File: src/logic/rvm_pkg.sv
// Purpose: Constants for the regulator voltage monitor block.
// Assumes: 250 MHz system clock, APB register access, four buck channels.
// Notes: Debounce and settling times run on a 1 us internal tick.
//
// Functional notes
// - Low and high supervision on four channels.
// - Low level code selects 95/93/91/89 percent.
// - High level code selects 105/107/109/111 percent.
// - Low filter code selects 5/15/30/40 us.
// - Low filter code resets to binary 10.
// - Shared high filter selects 30/50/80/125 us.
// - High filter code resets to binary 00.
// - Per-channel enable gates both supervisions.
// - All channel enables reset to one.
// - Guard set requires secure sequence for enables.
// - Fault reporting masked until regulation reached.
// - Disabled monitor forces both states to zero.
// - Comparators ignored during 30 us settling.
package rvm_pkg;
   localparam int          CLK_PERIOD_NS   = 4;
   localparam int          TICK_PERIOD_NS  = 1000;
   localparam int          TICK_CYCLES     = TICK_PERIOD_NS / CLK_PERIOD_NS;
   localparam int          SETTLE_TIME_US  = 30;
   localparam int          SETTLE_TICKS    = (SETTLE_TIME_US * 1000) / TICK_PERIOD_NS;
   localparam int          LOW_DB_US0      = 5;
   localparam int          LOW_DB_US1      = 15;
   localparam int          LOW_DB_US2      = 30;
   localparam int          LOW_DB_US3      = 40;
   localparam int          HIGH_DB_US0     = 30;
   localparam int          HIGH_DB_US1     = 50;
   localparam int          HIGH_DB_US2     = 80;
   localparam int          HIGH_DB_US3     = 125;
   localparam int          NUM_CHANNELS    = 4;
   localparam logic [7:0]  ADDR_MON_EN     = 8'h00;
   localparam logic [7:0]  ADDR_LEVEL      = 8'h04;
   localparam logic [7:0]  ADDR_FILTER     = 8'h08;
   localparam logic [7:0]  ADDR_CTRL       = 8'h0C;
   localparam logic [7:0]  ADDR_KEY        = 8'h10;
   localparam logic [7:0]  ADDR_STATE      = 8'h14;
   localparam logic [7:0]  ADDR_IRQ_STAT   = 8'h18;
   localparam logic [7:0]  ADDR_IRQ_MASK   = 8'h1C;
   localparam int          LEVEL_HIGH_POS  = 8;
   localparam int          FILT_LOW_POS    = 0;
   localparam int          FILT_HIGH_POS   = 2;
   localparam int          CTRL_GUARD_POS  = 0;
   localparam int          STATE_HIGH_POS  = 4;
   localparam logic [3:0]  MON_EN_RESET    = 4'hF;
   localparam logic [1:0]  LOW_FILT_RESET  = 2'h2;
   localparam logic [1:0]  HIGH_FILT_RESET = 2'h0;
   localparam logic [31:0] SECURE_KEY_DEF  = 32'h5A5AC3C3;
endpackage : rvm_pkg

File: src/logic/rvm_monitor.sv
// Purpose: Over- and under-voltage supervision control for four buck channels.
// Assumes: Comparator, regulator-on and in-regulation inputs are synchronous to clk.
// Notes: Registers are reached over APB; every output is a flip-flop.
`timescale 1ns/1ps
`default_nettype none
module rvm_monitor
   import rvm_pkg::*;
#(
   parameter int          TICK_CYC   = TICK_CYCLES,
   parameter logic [31:0] SECURE_KEY = SECURE_KEY_DEF
) (
   input  wire logic        clk,
   input  wire logic        rst,
   input  wire logic        ce,
   input  wire logic        psel,
   input  wire logic        penable,
   input  wire logic        pwrite,
   input  wire logic [7:0]  paddr,
   input  wire logic [31:0] pwdata,
   output logic      [31:0] prdata,
   output logic             pready,
   output logic             pslverr,
   input  wire logic [3:0]  low_fault_raw,
   input  wire logic [3:0]  high_fault_raw,
   input  wire logic [3:0]  reg_on,
   input  wire logic [3:0]  reg_in_regulation,
   output logic      [3:0]  channel_monitor_enable,
   output logic      [7:0]  low_limit_level_code,
   output logic      [7:0]  high_limit_level_code,
   output logic      [3:0]  low_limit_state,
   output logic      [3:0]  high_limit_state,
   output logic             irq
);

   // The tick divider is 16 bits wide and needs at least two states.
   if (TICK_CYC < 2 || TICK_CYC > 65535) begin : g_tick_check
      $error("TICK_CYC out of range");
   end

   // Debounce length in ticks for a filter code; the tick is the slow timebase.
   function automatic logic [7:0] filt_ticks(input logic high, input logic [1:0] code);
      int us;
      us = 0;
      if (!high) begin
         case (code)
            2'h0: us = LOW_DB_US0;
            2'h1: us = LOW_DB_US1;
            2'h2: us = LOW_DB_US2;
            default: us = LOW_DB_US3;
         endcase
      end else begin
         case (code)
            2'h0: us = HIGH_DB_US0;
            2'h1: us = HIGH_DB_US1;
            2'h2: us = HIGH_DB_US2;
            default: us = HIGH_DB_US3;
         endcase
      end
      return 8'((us * 1000) / TICK_PERIOD_NS);
   endfunction

   typedef enum logic [1:0] {RVM_IDLE, RVM_ACCESS, RVM_DONE} rvm_phase_e;

   // Register and bus state.
   rvm_phase_e  phase_q,   phase_d;
   logic [31:0] prdata_q,  prdata_d;
   logic        pready_q,  pready_d;
   logic        pslverr_q, pslverr_d;
   logic [3:0]  en_q,      en_d;
   logic [7:0]  lvl_lo_q,  lvl_lo_d;
   logic [7:0]  lvl_hi_q,  lvl_hi_d;
   logic [1:0]  flt_lo_q,  flt_lo_d;
   logic [1:0]  flt_hi_q,  flt_hi_d;
   logic        guard_q,   guard_d;
   logic        armed_q,   armed_d;
   logic [7:0]  ist_q,     ist_d;
   logic [7:0]  imask_q,   imask_d;
   logic        irq_q,     irq_d;

   // Monitor state.
   logic [15:0] tdiv_q,    tdiv_d;
   logic        tick;
   logic [3:0]  en_old_q,  en_old_d;
   logic [3:0]  on_old_q,  on_old_d;
   logic [3:0]  blank_q,   blank_d;
   logic [7:0]  settle_q [NUM_CHANNELS];
   logic [7:0]  settle_d [NUM_CHANNELS];
   logic [7:0]  cnt_lo_q [NUM_CHANNELS];
   logic [7:0]  cnt_lo_d [NUM_CHANNELS];
   logic [7:0]  cnt_hi_q [NUM_CHANNELS];
   logic [7:0]  cnt_hi_d [NUM_CHANNELS];
   logic [3:0]  st_lo_q,   st_lo_d;
   logic [3:0]  st_hi_q,   st_hi_d;

   logic        wr_fire;
   logic        rd_fire;
   logic [7:0]  st_rise;

   assign wr_fire = (phase_q == RVM_ACCESS) && psel && penable && pready_q && pwrite;
   assign rd_fire = (phase_q == RVM_ACCESS) && psel && penable && pready_q && !pwrite;
   assign tick    = (tdiv_q == 16'(TICK_CYC - 1));
   assign st_rise = {st_hi_d & ~st_hi_q, st_lo_d & ~st_lo_q};

   always_comb begin
      phase_d   = phase_q;
      prdata_d  = prdata_q;
      pready_d  = 1'b0;
      pslverr_d = 1'b0;
      en_d      = en_q;
      lvl_lo_d  = lvl_lo_q;
      lvl_hi_d  = lvl_hi_q;
      flt_lo_d  = flt_lo_q;
      flt_hi_d  = flt_hi_q;
      guard_d   = guard_q;
      armed_d   = armed_q;
      imask_d   = imask_q;
      ist_d     = ist_q;
      // A one cycle wait in the access phase lets read data come from a flop.
      case (phase_q)
         RVM_IDLE: begin
            if (psel && !penable) begin
               phase_d = RVM_ACCESS;
            end
         end
         RVM_ACCESS: begin
            if (psel && penable && !pready_q) begin
               pready_d  = 1'b1;
               prdata_d  = 32'h0;
               pslverr_d = 1'b0;
               if (paddr == ADDR_MON_EN) begin
                  prdata_d[3:0] = en_q;
               end else if (paddr == ADDR_LEVEL) begin
                  prdata_d[15:0] = {lvl_hi_q, lvl_lo_q};
               end else if (paddr == ADDR_FILTER) begin
                  prdata_d[3:0] = {flt_hi_q, flt_lo_q};
               end else if (paddr == ADDR_CTRL) begin
                  prdata_d[CTRL_GUARD_POS] = guard_q;
               end else if (paddr == ADDR_KEY) begin
                  prdata_d[0] = armed_q;
               end else if (paddr == ADDR_STATE) begin
                  prdata_d[7:0] = {st_hi_q, st_lo_q};
               end else if (paddr == ADDR_IRQ_STAT) begin
                  prdata_d[7:0] = ist_q;
               end else if (paddr == ADDR_IRQ_MASK) begin
                  prdata_d[7:0] = imask_q;
               end else begin
                  pslverr_d = 1'b1;
               end
            end else if (pready_q) begin
               phase_d = RVM_IDLE;
            end
         end
         default: phase_d = RVM_IDLE;
      endcase
      if (wr_fire) begin
         // Any write other than the key, the enables included, drops a pending unlock.
         armed_d = 1'b0;
         if (paddr == ADDR_MON_EN) begin
            if (!guard_q || armed_q) begin
               en_d = pwdata[3:0];
            end
         end else if (paddr == ADDR_LEVEL) begin
            lvl_lo_d = pwdata[7:0];
            lvl_hi_d = pwdata[LEVEL_HIGH_POS +: 8];
         end else if (paddr == ADDR_FILTER) begin
            flt_lo_d = pwdata[FILT_LOW_POS +: 2];
            flt_hi_d = pwdata[FILT_HIGH_POS +: 2];
         end else if (paddr == ADDR_CTRL) begin
            guard_d = pwdata[CTRL_GUARD_POS];
         end else if (paddr == ADDR_KEY) begin
            armed_d = (pwdata == SECURE_KEY);
         end else if (paddr == ADDR_IRQ_MASK) begin
            imask_d = pwdata[7:0];
         end
      end
      // Set wins over a write-one clear in the same cycle.
      if (wr_fire && paddr == ADDR_IRQ_STAT) begin
         ist_d = ist_q & ~pwdata[7:0];
      end
      ist_d = ist_d | st_rise;
      irq_d = |(ist_d & imask_d);
   end

   always_ff @(posedge clk) begin
      if (rst) begin
         phase_q   <= RVM_IDLE;
         prdata_q  <= 32'h0;
         pready_q  <= 1'b0;
         pslverr_q <= 1'b0;
         en_q      <= MON_EN_RESET;
         lvl_lo_q  <= 8'h0;
         lvl_hi_q  <= 8'h0;
         flt_lo_q  <= LOW_FILT_RESET;
         flt_hi_q  <= HIGH_FILT_RESET;
         guard_q   <= 1'b0;
         armed_q   <= 1'b0;
         ist_q     <= 8'h0;
         imask_q   <= 8'h0;
         irq_q     <= 1'b0;
      end else if (ce) begin
         phase_q   <= phase_d;
         prdata_q  <= prdata_d;
         pready_q  <= pready_d;
         pslverr_q <= pslverr_d;
         en_q      <= en_d;
         lvl_lo_q  <= lvl_lo_d;
         lvl_hi_q  <= lvl_hi_d;
         flt_lo_q  <= flt_lo_d;
         flt_hi_q  <= flt_hi_d;
         guard_q   <= guard_d;
         armed_q   <= armed_d;
         ist_q     <= ist_d;
         imask_q   <= imask_d;
         irq_q     <= irq_d;
      end
   end

   always_comb begin
      logic       active;
      logic [7:0] lo_term;
      logic [7:0] hi_term;
      active   = 1'b0;
      lo_term  = filt_ticks(1'b0, flt_lo_q);
      hi_term  = filt_ticks(1'b1, flt_hi_q);
      tdiv_d   = tick ? 16'h0 : tdiv_q + 16'h1;
      en_old_d = en_q;
      on_old_d = reg_on;
      blank_d  = blank_q;
      st_lo_d  = st_lo_q;
      st_hi_d  = st_hi_q;
      for (int i = 0; i < NUM_CHANNELS; i++) begin
         settle_d[i] = settle_q[i];
         cnt_lo_d[i] = cnt_lo_q[i];
         cnt_hi_d[i] = cnt_hi_q[i];
         // Blank from switch-on until the regulator reports regulation.
         if (reg_on[i] && !on_old_q[i]) begin
            blank_d[i] = 1'b1;
         end else if (reg_in_regulation[i] || !reg_on[i]) begin
            blank_d[i] = 1'b0;
         end
         // Counting whole ticks may settle up to one tick early, never late.
         if (en_q[i] && !en_old_q[i]) begin
            settle_d[i] = 8'(SETTLE_TICKS);
         end else if (tick && settle_q[i] != 8'h0) begin
            settle_d[i] = settle_q[i] - 8'h1;
         end
         active = en_q[i] && en_old_q[i] && reg_on[i] && on_old_q[i] && !blank_q[i] &&
                  (settle_q[i] == 8'h0);
         if (!active || !low_fault_raw[i]) begin
            cnt_lo_d[i] = 8'h0;
         end else if (tick && cnt_lo_q[i] < lo_term) begin
            cnt_lo_d[i] = cnt_lo_q[i] + 8'h1;
         end
         if (!active || !high_fault_raw[i]) begin
            cnt_hi_d[i] = 8'h0;
         end else if (tick && cnt_hi_q[i] < hi_term) begin
            cnt_hi_d[i] = cnt_hi_q[i] + 8'h1;
         end
         st_lo_d[i] = active && low_fault_raw[i] && (cnt_lo_q[i] >= lo_term);
         st_hi_d[i] = active && high_fault_raw[i] && (cnt_hi_q[i] >= hi_term);
         if (!en_q[i]) begin
            st_lo_d[i] = 1'b0;
            st_hi_d[i] = 1'b0;
         end
      end
   end

   always_ff @(posedge clk) begin
      if (rst) begin
         tdiv_q   <= 16'h0;
         en_old_q <= 4'h0;
         on_old_q <= 4'h0;
         blank_q  <= 4'h0;
         st_lo_q  <= 4'h0;
         st_hi_q  <= 4'h0;
         for (int i = 0; i < NUM_CHANNELS; i++) begin
            settle_q[i] <= 8'h0;
            cnt_lo_q[i] <= 8'h0;
            cnt_hi_q[i] <= 8'h0;
         end
      end else if (ce) begin
         tdiv_q   <= tdiv_d;
         en_old_q <= en_old_d;
         on_old_q <= on_old_d;
         blank_q  <= blank_d;
         st_lo_q  <= st_lo_d;
         st_hi_q  <= st_hi_d;
         for (int i = 0; i < NUM_CHANNELS; i++) begin
            settle_q[i] <= settle_d[i];
            cnt_lo_q[i] <= cnt_lo_d[i];
            cnt_hi_q[i] <= cnt_hi_d[i];
         end
      end
   end

   assign prdata                 = prdata_q;
   assign pready                 = pready_q;
   assign pslverr                = pslverr_q;
   assign channel_monitor_enable = en_q;
   assign low_limit_level_code   = lvl_lo_q;
   assign high_limit_level_code  = lvl_hi_q;
   assign low_limit_state        = st_lo_q;
   assign high_limit_state       = st_hi_q;
   assign irq                    = irq_q;

endmodule : rvm_monitor
`default_nettype wire

File: config.mk
export PLATFORM = sky130hd
export DESIGN_NAME = rvm_monitor
export DESIGN_NICKNAME = d
export VERILOG_FILES = /design/src/logic/rvm_pkg.sv /design/src/logic/rvm_monitor.sv
export SDC_FILE = /design/constraint.sdc
export NUM_CORES = 1
export LEC_CHECK = 0
export ABC_CLOCK_PERIOD_IN_PS = 4480
export BUFFER_PORTS_ARGS = -buffer_cell sky130_fd_sc_hd__buf_2
export CELL_PAD_IN_SITES_DETAIL_PLACEMENT = 0
export CELL_PAD_IN_SITES_GLOBAL_PLACEMENT = 1
export CORE_ASPECT_RATIO = 0.5
export CORE_UTILIZATION = 41
export DETAILED_ROUTE_END_ITERATION = 10
export GPL_TIMING_DRIVEN = 0
export PLACE_DENSITY = 0.77
export SETUP_SLACK_MARGIN = 0.1
export SLEW_MARGIN = 10
export SYNTH_ARGS = -nofsm -noshare
export SYNTH_HDL_FRONTEND = slang
export SYNTH_SLANG_ARGS = --single-unit
File: constraint.sdc
create_clock -name clk -period 4.48 [get_ports clk]
set_clock_uncertainty 0.2 [all_clocks]
set_input_delay 0 -clock clk [delete_from_list [all_inputs] [get_ports clk]]
set_output_delay 0 -clock clk [all_outputs]
set_load 0.005 [all_outputs]
# ---- After elaboration in Yosys (flattened, before gate mapping)
# Memory sizes are Yosys's and may differ from the RTL's.
# Cells that the tools add are included.
dict set report totals {
  regBits 99
  mem_bits_rw 96
  input_bits 62
  output_inout_bits 63
  elab_cells 337
  n_memories 3
}
# name depth word_bits rd rd_clocked_by_memory_dff wr line
set mem_list {}
lappend mem_list {cnt_hi_q 4 8 4 0 4 rvm_monitor.sv:90} ;# logic [7:0] cnt_hi_q [NUM_CHANNELS];
lappend mem_list {cnt_lo_q 4 8 4 0 4 rvm_monitor.sv:88} ;# logic [7:0] cnt_lo_q [NUM_CHANNELS];
lappend mem_list {settle_q 4 8 4 0 4 rvm_monitor.sv:86} ;# logic [7:0] settle_q [NUM_CHANNELS];
dict set report op_classes {
  addsub 13
  multipliers 2
  div 2
  order_cmp 16
  n_eq_ne 17
  mux 102
  n_bitwise 23
  n_reduce_logical 136
}
# operator count
set ops {}
lappend ops {{$mux W8} 49}
lappend ops {{$add A8 B1 Y8 const B} 8}
lappend ops {{$div A32 B11 Y32 const B} 2}
lappend ops {{$ge A8 B8 Y1} 8}
lappend ops {{$logic_and A1 B1 Y1} 64}
lappend ops {{$lt A8 B8 Y1} 8}
lappend ops {{$mul A32 B8 Y29 const B} 2}
lappend ops {{$logic_not A8 Y1} 5}
lappend ops {{$mux W1} 40}
lappend ops {{$eq A32 B31 Y1 const B} 1}
lappend ops {{$eq A8 B5 Y1 const B} 4}
lappend ops {{$reduce_bool A8 Y1} 4}
lappend ops {{$sub A8 B1 Y8 const B} 4}
lappend ops {{$logic_not A1 Y1} 31}
lappend ops {{$pmux W7 S3} 1}
lappend ops {{$pmux W6 S3} 1}
lappend ops {{$add A16 B1 Y16 const B} 1}
lappend ops {{$and A8 B8 Y8} 2}
lappend ops {{$eq A16 B8 Y1 const B} 1}
lappend ops {{$eq A8 B4 Y1 const B} 2}
lappend ops {{$mux W16} 1}
lappend ops {{$mux W7} 2}
lappend ops {{$logic_or A1 B1 Y1} 13}
lappend ops {{$mux W12} 1}
lappend ops {{other kinds (21)} 56}

# ---- Longest topological paths before layout
dict set report depth {
  ltp_word 12
  ltp_mapped 18
  mapped_depth_nobuf 18
}

# ---- Worst setup path after synthesis
# Ideal clock, no wire load.
dict set report synth_path {
  kind {reg-to-reg}
  from {reg, netlist name flt_hi_q[0]}
  to {mem cnt_hi_q[1][0] (enable)}
  setup_time_ps 329
  arrival_ps 3524
  required_ps 3951
  path_slack_ps 427
  path_stages_with_launch 19
  path_buffers 1
  synth_period_minus_slack_ps 4053
  path_cell_list {dfxtp_1 -> inv_1 -> ha_1 -> clkbuf_1 -> nor2_1 -> o21ai_0 -> a21boi_0 -> o21ai_0 -> a31oi_1 -> o2bb2a_1 -> a21oi_1 -> ha_1 -> nor2b_1 -> o21a_1 -> o21ai_0 -> a21oi_1 -> nor3_1 -> o21ai_0 -> nand2_1}
}
# item line
set synth_rtl {}
lappend synth_rtl {{end: declaration} rvm_monitor.sv:90}

# ---- Worst setup path after layout
dict set report layout_path {
  from {reg flt_hi_q[0]}
  to {reg irq_q, in the netlist irq}
}
dict set report layout_between {
  elab_chain_len 11
  word_cells_on_any_way 22
  cone_classes {mul: 1; div: 1; order compare: 4; eq/ne: 2; mux: 5; bitwise: 3; reduce/logical: 6}
}
# item line
set layout_rtl {}
lappend layout_rtl {{start: declaration} rvm_monitor.sv:73} ;# logic [1:0] flt_hi_q, flt_hi_d;
lappend layout_rtl {{start signal: assignment} rvm_monitor.sv:209} ;# flt_hi_q <= flt_hi_d;
lappend layout_rtl {{$eq A2 B2 Y1 (tied with other cells)} rvm_monitor.sv:52} ;# case (code)
lappend layout_rtl {{$pmux W7 S3 (*)} rvm_monitor.sv:52}
lappend layout_rtl {{$mul A32 B8 Y29 (*)} rvm_monitor.sv:59} ;# return 8'((us * 1000) / TICK_PERIOD_NS);
lappend layout_rtl {{$div A32 B11 Y32 (*)} rvm_monitor.sv:59}
lappend layout_rtl {{$ge A8 B8 Y1} rvm_monitor.sv:260} ;# st_hi_d[i] = active && high_fault_raw[i] && (cnt_hi_q[i] >= hi_term);
lappend layout_rtl {{$logic_and A1 B1 Y1} rvm_monitor.sv:260}
lappend layout_rtl {{$mux W1} rvm_monitor.sv:261} ;# if (!en_q[i]) begin
lappend layout_rtl {{$and A4 B4 Y4 (*)} rvm_monitor.sv:102} ;# assign st_rise = {st_hi_d & ~st_hi_q, st_lo_d & ~st_lo_q};
lappend layout_rtl {{$or A8 B8 Y8 (*)} rvm_monitor.sv:180} ;# ist_d = ist_d | st_rise;
lappend layout_rtl {{$and A8 B8 Y8 (*)} rvm_monitor.sv:181} ;# irq_d = |(ist_d & imask_d);
lappend layout_rtl {{$reduce_or A8 Y1 (*)} rvm_monitor.sv:181}
lappend layout_rtl {{end signal: assignment} rvm_monitor.sv:214} ;# irq_q <= irq_d;
lappend layout_rtl {{end: declaration} rvm_monitor.sv:78} ;# logic irq_q, irq_d;
# Mark *: on every way between the ends. The rest lies on a longest branch, timed or not.
# A chain may end at the register's enable or synchronous reset.

==> impl_metrics.yaml <==
sta:
  setup_violations: 0
  finalHoldViolCount: 0
  slew_viol_final: 0
  fin_crit_ns: 4.23
  finalSetupTns_ns: 0
  hold_slack_ns: 0.00693
  fmax_mhz: 237
  post-route-period-util: 0.943
  rsz0062_at_grt: "no"
  worstMarginPinSlew_ns: 1.14
  relSlewSlack: 0.232
floorplanning:
  die_y_um: 120
  die_w_um: 238
  io-pin-count: 125
  num_rows: 42
  die-area_um2: 28600
  core_area_um2: 27000
  start_util: 0.425
routing:
  vias_per_cell: 5.40
  drtIter0Drc: 670
  wire_per_inst_um: 18.0
  first_pass_iters: 5
  antenna_left: 0
  drc_errors: 0
  dr_total_vias: 9894
  totalWireLength_um: 32900
logic_synthesis:
  yosysWarnings: 0
  ys_async_sr_fraction: 0
  synthCells: 1244
  ys_seq_area_frac: 0.423
  ys.flop_type: "dfxtp_1"
  synth-seq-cells: 194
  ys_types: 66
  syn_area_per_cell_um2: 9.21
  synth-edff-count: 96
  syn_area_um2: 11500
clocking:
  clock_latency_ns: 0.46
  clockRootBuffer: "clkbuf_16"
  cts_tree: "done"
  cts_sinks: 194
  clk_pin_slew_ns: 0.08
  numCtsBuffers: 17
  cts_buffer_depth: 2
  h-tree-depth: 4
critical_path:
  required_ns: 4.64
  cp-end-kind: "register"
  path_class: "reg -> reg"
  cp_max_fo: 3
  startpoint_type: "register"
  cp.arrival_ns: 4.39
layout:
  drive_gt1_frac: 0.159
  final_core_util: 0.514
  final_common_cell: "nor2_1"
  area_growth_pct: 20.9
  final_cell_mix: "187 x nor2_1, 110 x buf_2, 96 x dfxtp_1, 96 x edfxtp_1, 85 x ha_1"
  finalNetCount: 1596
outcome:
  outcome: "finished, final reports clean"
global_routing:
  grt-ovfl-total: 0
  grt_pass1_vias: 9542
  grt_max_degree: 20
  grt_usage: 0.232
  antenna_found_initial: 1
  grt_pass1_wl_um: 51400
placement:
  dpl.hpwl_um: 23900
  portBuffers: 106
  gp_congestion: 0.890
power_and_ir_drop:
  power.density_nw_per_um2: 278
  p_comb_frac: 0.098
  p_clk_frac: 0.388
  p_leak_nw: 5.62
  pwr-share-seq: 0.514
  swShare: 0.270
  fin_total_pwr_mw: 3.85
  p_int_mw: 2.82
  p_switching_mw: 1.04
  max-vdd-ir-drop_v: 0.000212
worst_hold_path:
  hold_path_class: "in -> reg"
flow_run:
  cap_violations: 0
[state kept, by name, indices dropped and copies added (netlist names), 8 cells and up]
signal and flops:
high_limit_level_code 8, cnt_lo_q 32, ist_q 8, tdiv_q 16
cnt_hi_q 32, settle_q 32, imask_q 8, low_limit_level_code 8
prdata 16
[power by group through the flow]
stage	Sequential [mW]	Combinational [mW]	Clock, mW
final	1.98	0.378	1.49
after global routing	1.99	0.420	1.59
after CTS	1.98	0.370	1.52
after global placement	2.02	0.327	0
after detailed placement	2.02	0.337	0
after floorplan	2.00	0.227	0
[Yosys cell counts, types with 3 or more instances]
cell      number  area, um^2
and3_1        26         163
inv_1         53         199
ha_1          91        1140
a21oi_1       70         350
nand2b_1      20         125
nor2b_1       19         119
nor4bb_1       5        50.1
a221oi_1       6        52.6
nor4_1        11        68.8
buf_2          3        15.0
o31ai_1        9        67.6
o21a_1         7        52.6
buf_4         17         128
nand2_1       86         323
xnor2_1       26         228
nor3_1        23         115
nand4_1       20         125
nand3_1       63         315
mux2_2        10         113
or3_1         12        75.1
a211o_1        3        26.3
dfxtp_1       98        1960
and4_1         4        35.0
mux2_1         3        33.8
nor2_1       189         709
mux2i_1       40         400
a31oi_1       12        75.1
o21ai_1        6        30.0
buf_1          5        18.8
a211oi_1       9        67.6
or2_2          5        31.3
edfxtp_1      96        2880
o21ai_0       45         225
xor2_1        56         490
a22oi_1       14         105
nand3b_1       6        45.0
clkbuf_1      34         128
a21o_1         4        30.0
[critical path, stage by stage (launching register included)]
cell,delay (ns)
dfxtp_4,0.37
clkinvlp_4,0.17
buf_6,0.17
buf_4,0.13
ha_1,0.22
inv_1,0.12
ha_4,0.22
xnor2_2,0.17
a31oi_1,0.13
o2bb2a_4,0.26
a221oi_4,0.19
buf_4,0.18
ha_4,0.14
nand4_1,0.12
a21o_1,0.21
o21bai_4,0.18
nand4b_1,0.25
a221oi_2,0.35
a211oi_2,0.06
a311oi_1,0.26
[worst paths after layout]
kind	startpoint	endpoint	slack, ns	cells past startpoint
worst max-delay path	flt_hi_q[0]	irq	0.25	19
worst min-delay path	low_fault_raw[1]	low_limit_state[1]	0.007	5
worst max register to register	flt_hi_q[0]	irq	0.25	19
worst min register to register	blank_q[0]	blank_q[0]	0.28	2
[layout make-up]
class                   count  area (um^2)
flip-flops and latches    194         4850
well taps                 374          468
clock buffers              18          429
fillers                  2460        13100
clock inverters            14          120
multi-input cells         953         6380
plain buffers              58          293
repair buffers            166         1100
inverters                  53          203
diodes                      1         2.50
[metrics by stage]
step	area (um^2)	setup WS, ns	instances
6_report	13900	0.255	1831
5_1_grt	13900	0.0930	1831
4_1_cts	13600	0.102	1819
3_5_place_dp	12500	-1.20	1739
3_3_place_gp	12500	-1.23	1739
2_1_floorplan	11500	0.427	1259
[logic make-up after synthesis]
group                      Yosys count  share of synthesized area
other                                1                   0.000327
DFF                                194                      0.423
buffers and inverters              112                     0.0426
xor gates and xnor gates            82                     0.0627
muxes                               53                     0.0477
and+or+nand+nor                    503                      0.213
AOI/OAI and AO/OA                  208                      0.112
adders and majority gates           91                     0.0994
[timing repair]
item,CTS,global route
hold buffers,41,0
resized for setup,29,34
setup buffers,8,11
cloned,0,0
endpoints found under the hold margin,100,0
pin swaps,5,13
endpoints found under the setup margin,41,37
[per-layer routing]
layer	wire (um)	GRT usage
met1	15300	0.314
met3	1820	0.0498
met4	726	0.0725
met2	15100	0.372
met5	0	0
(Power assumes the default switching activity.)
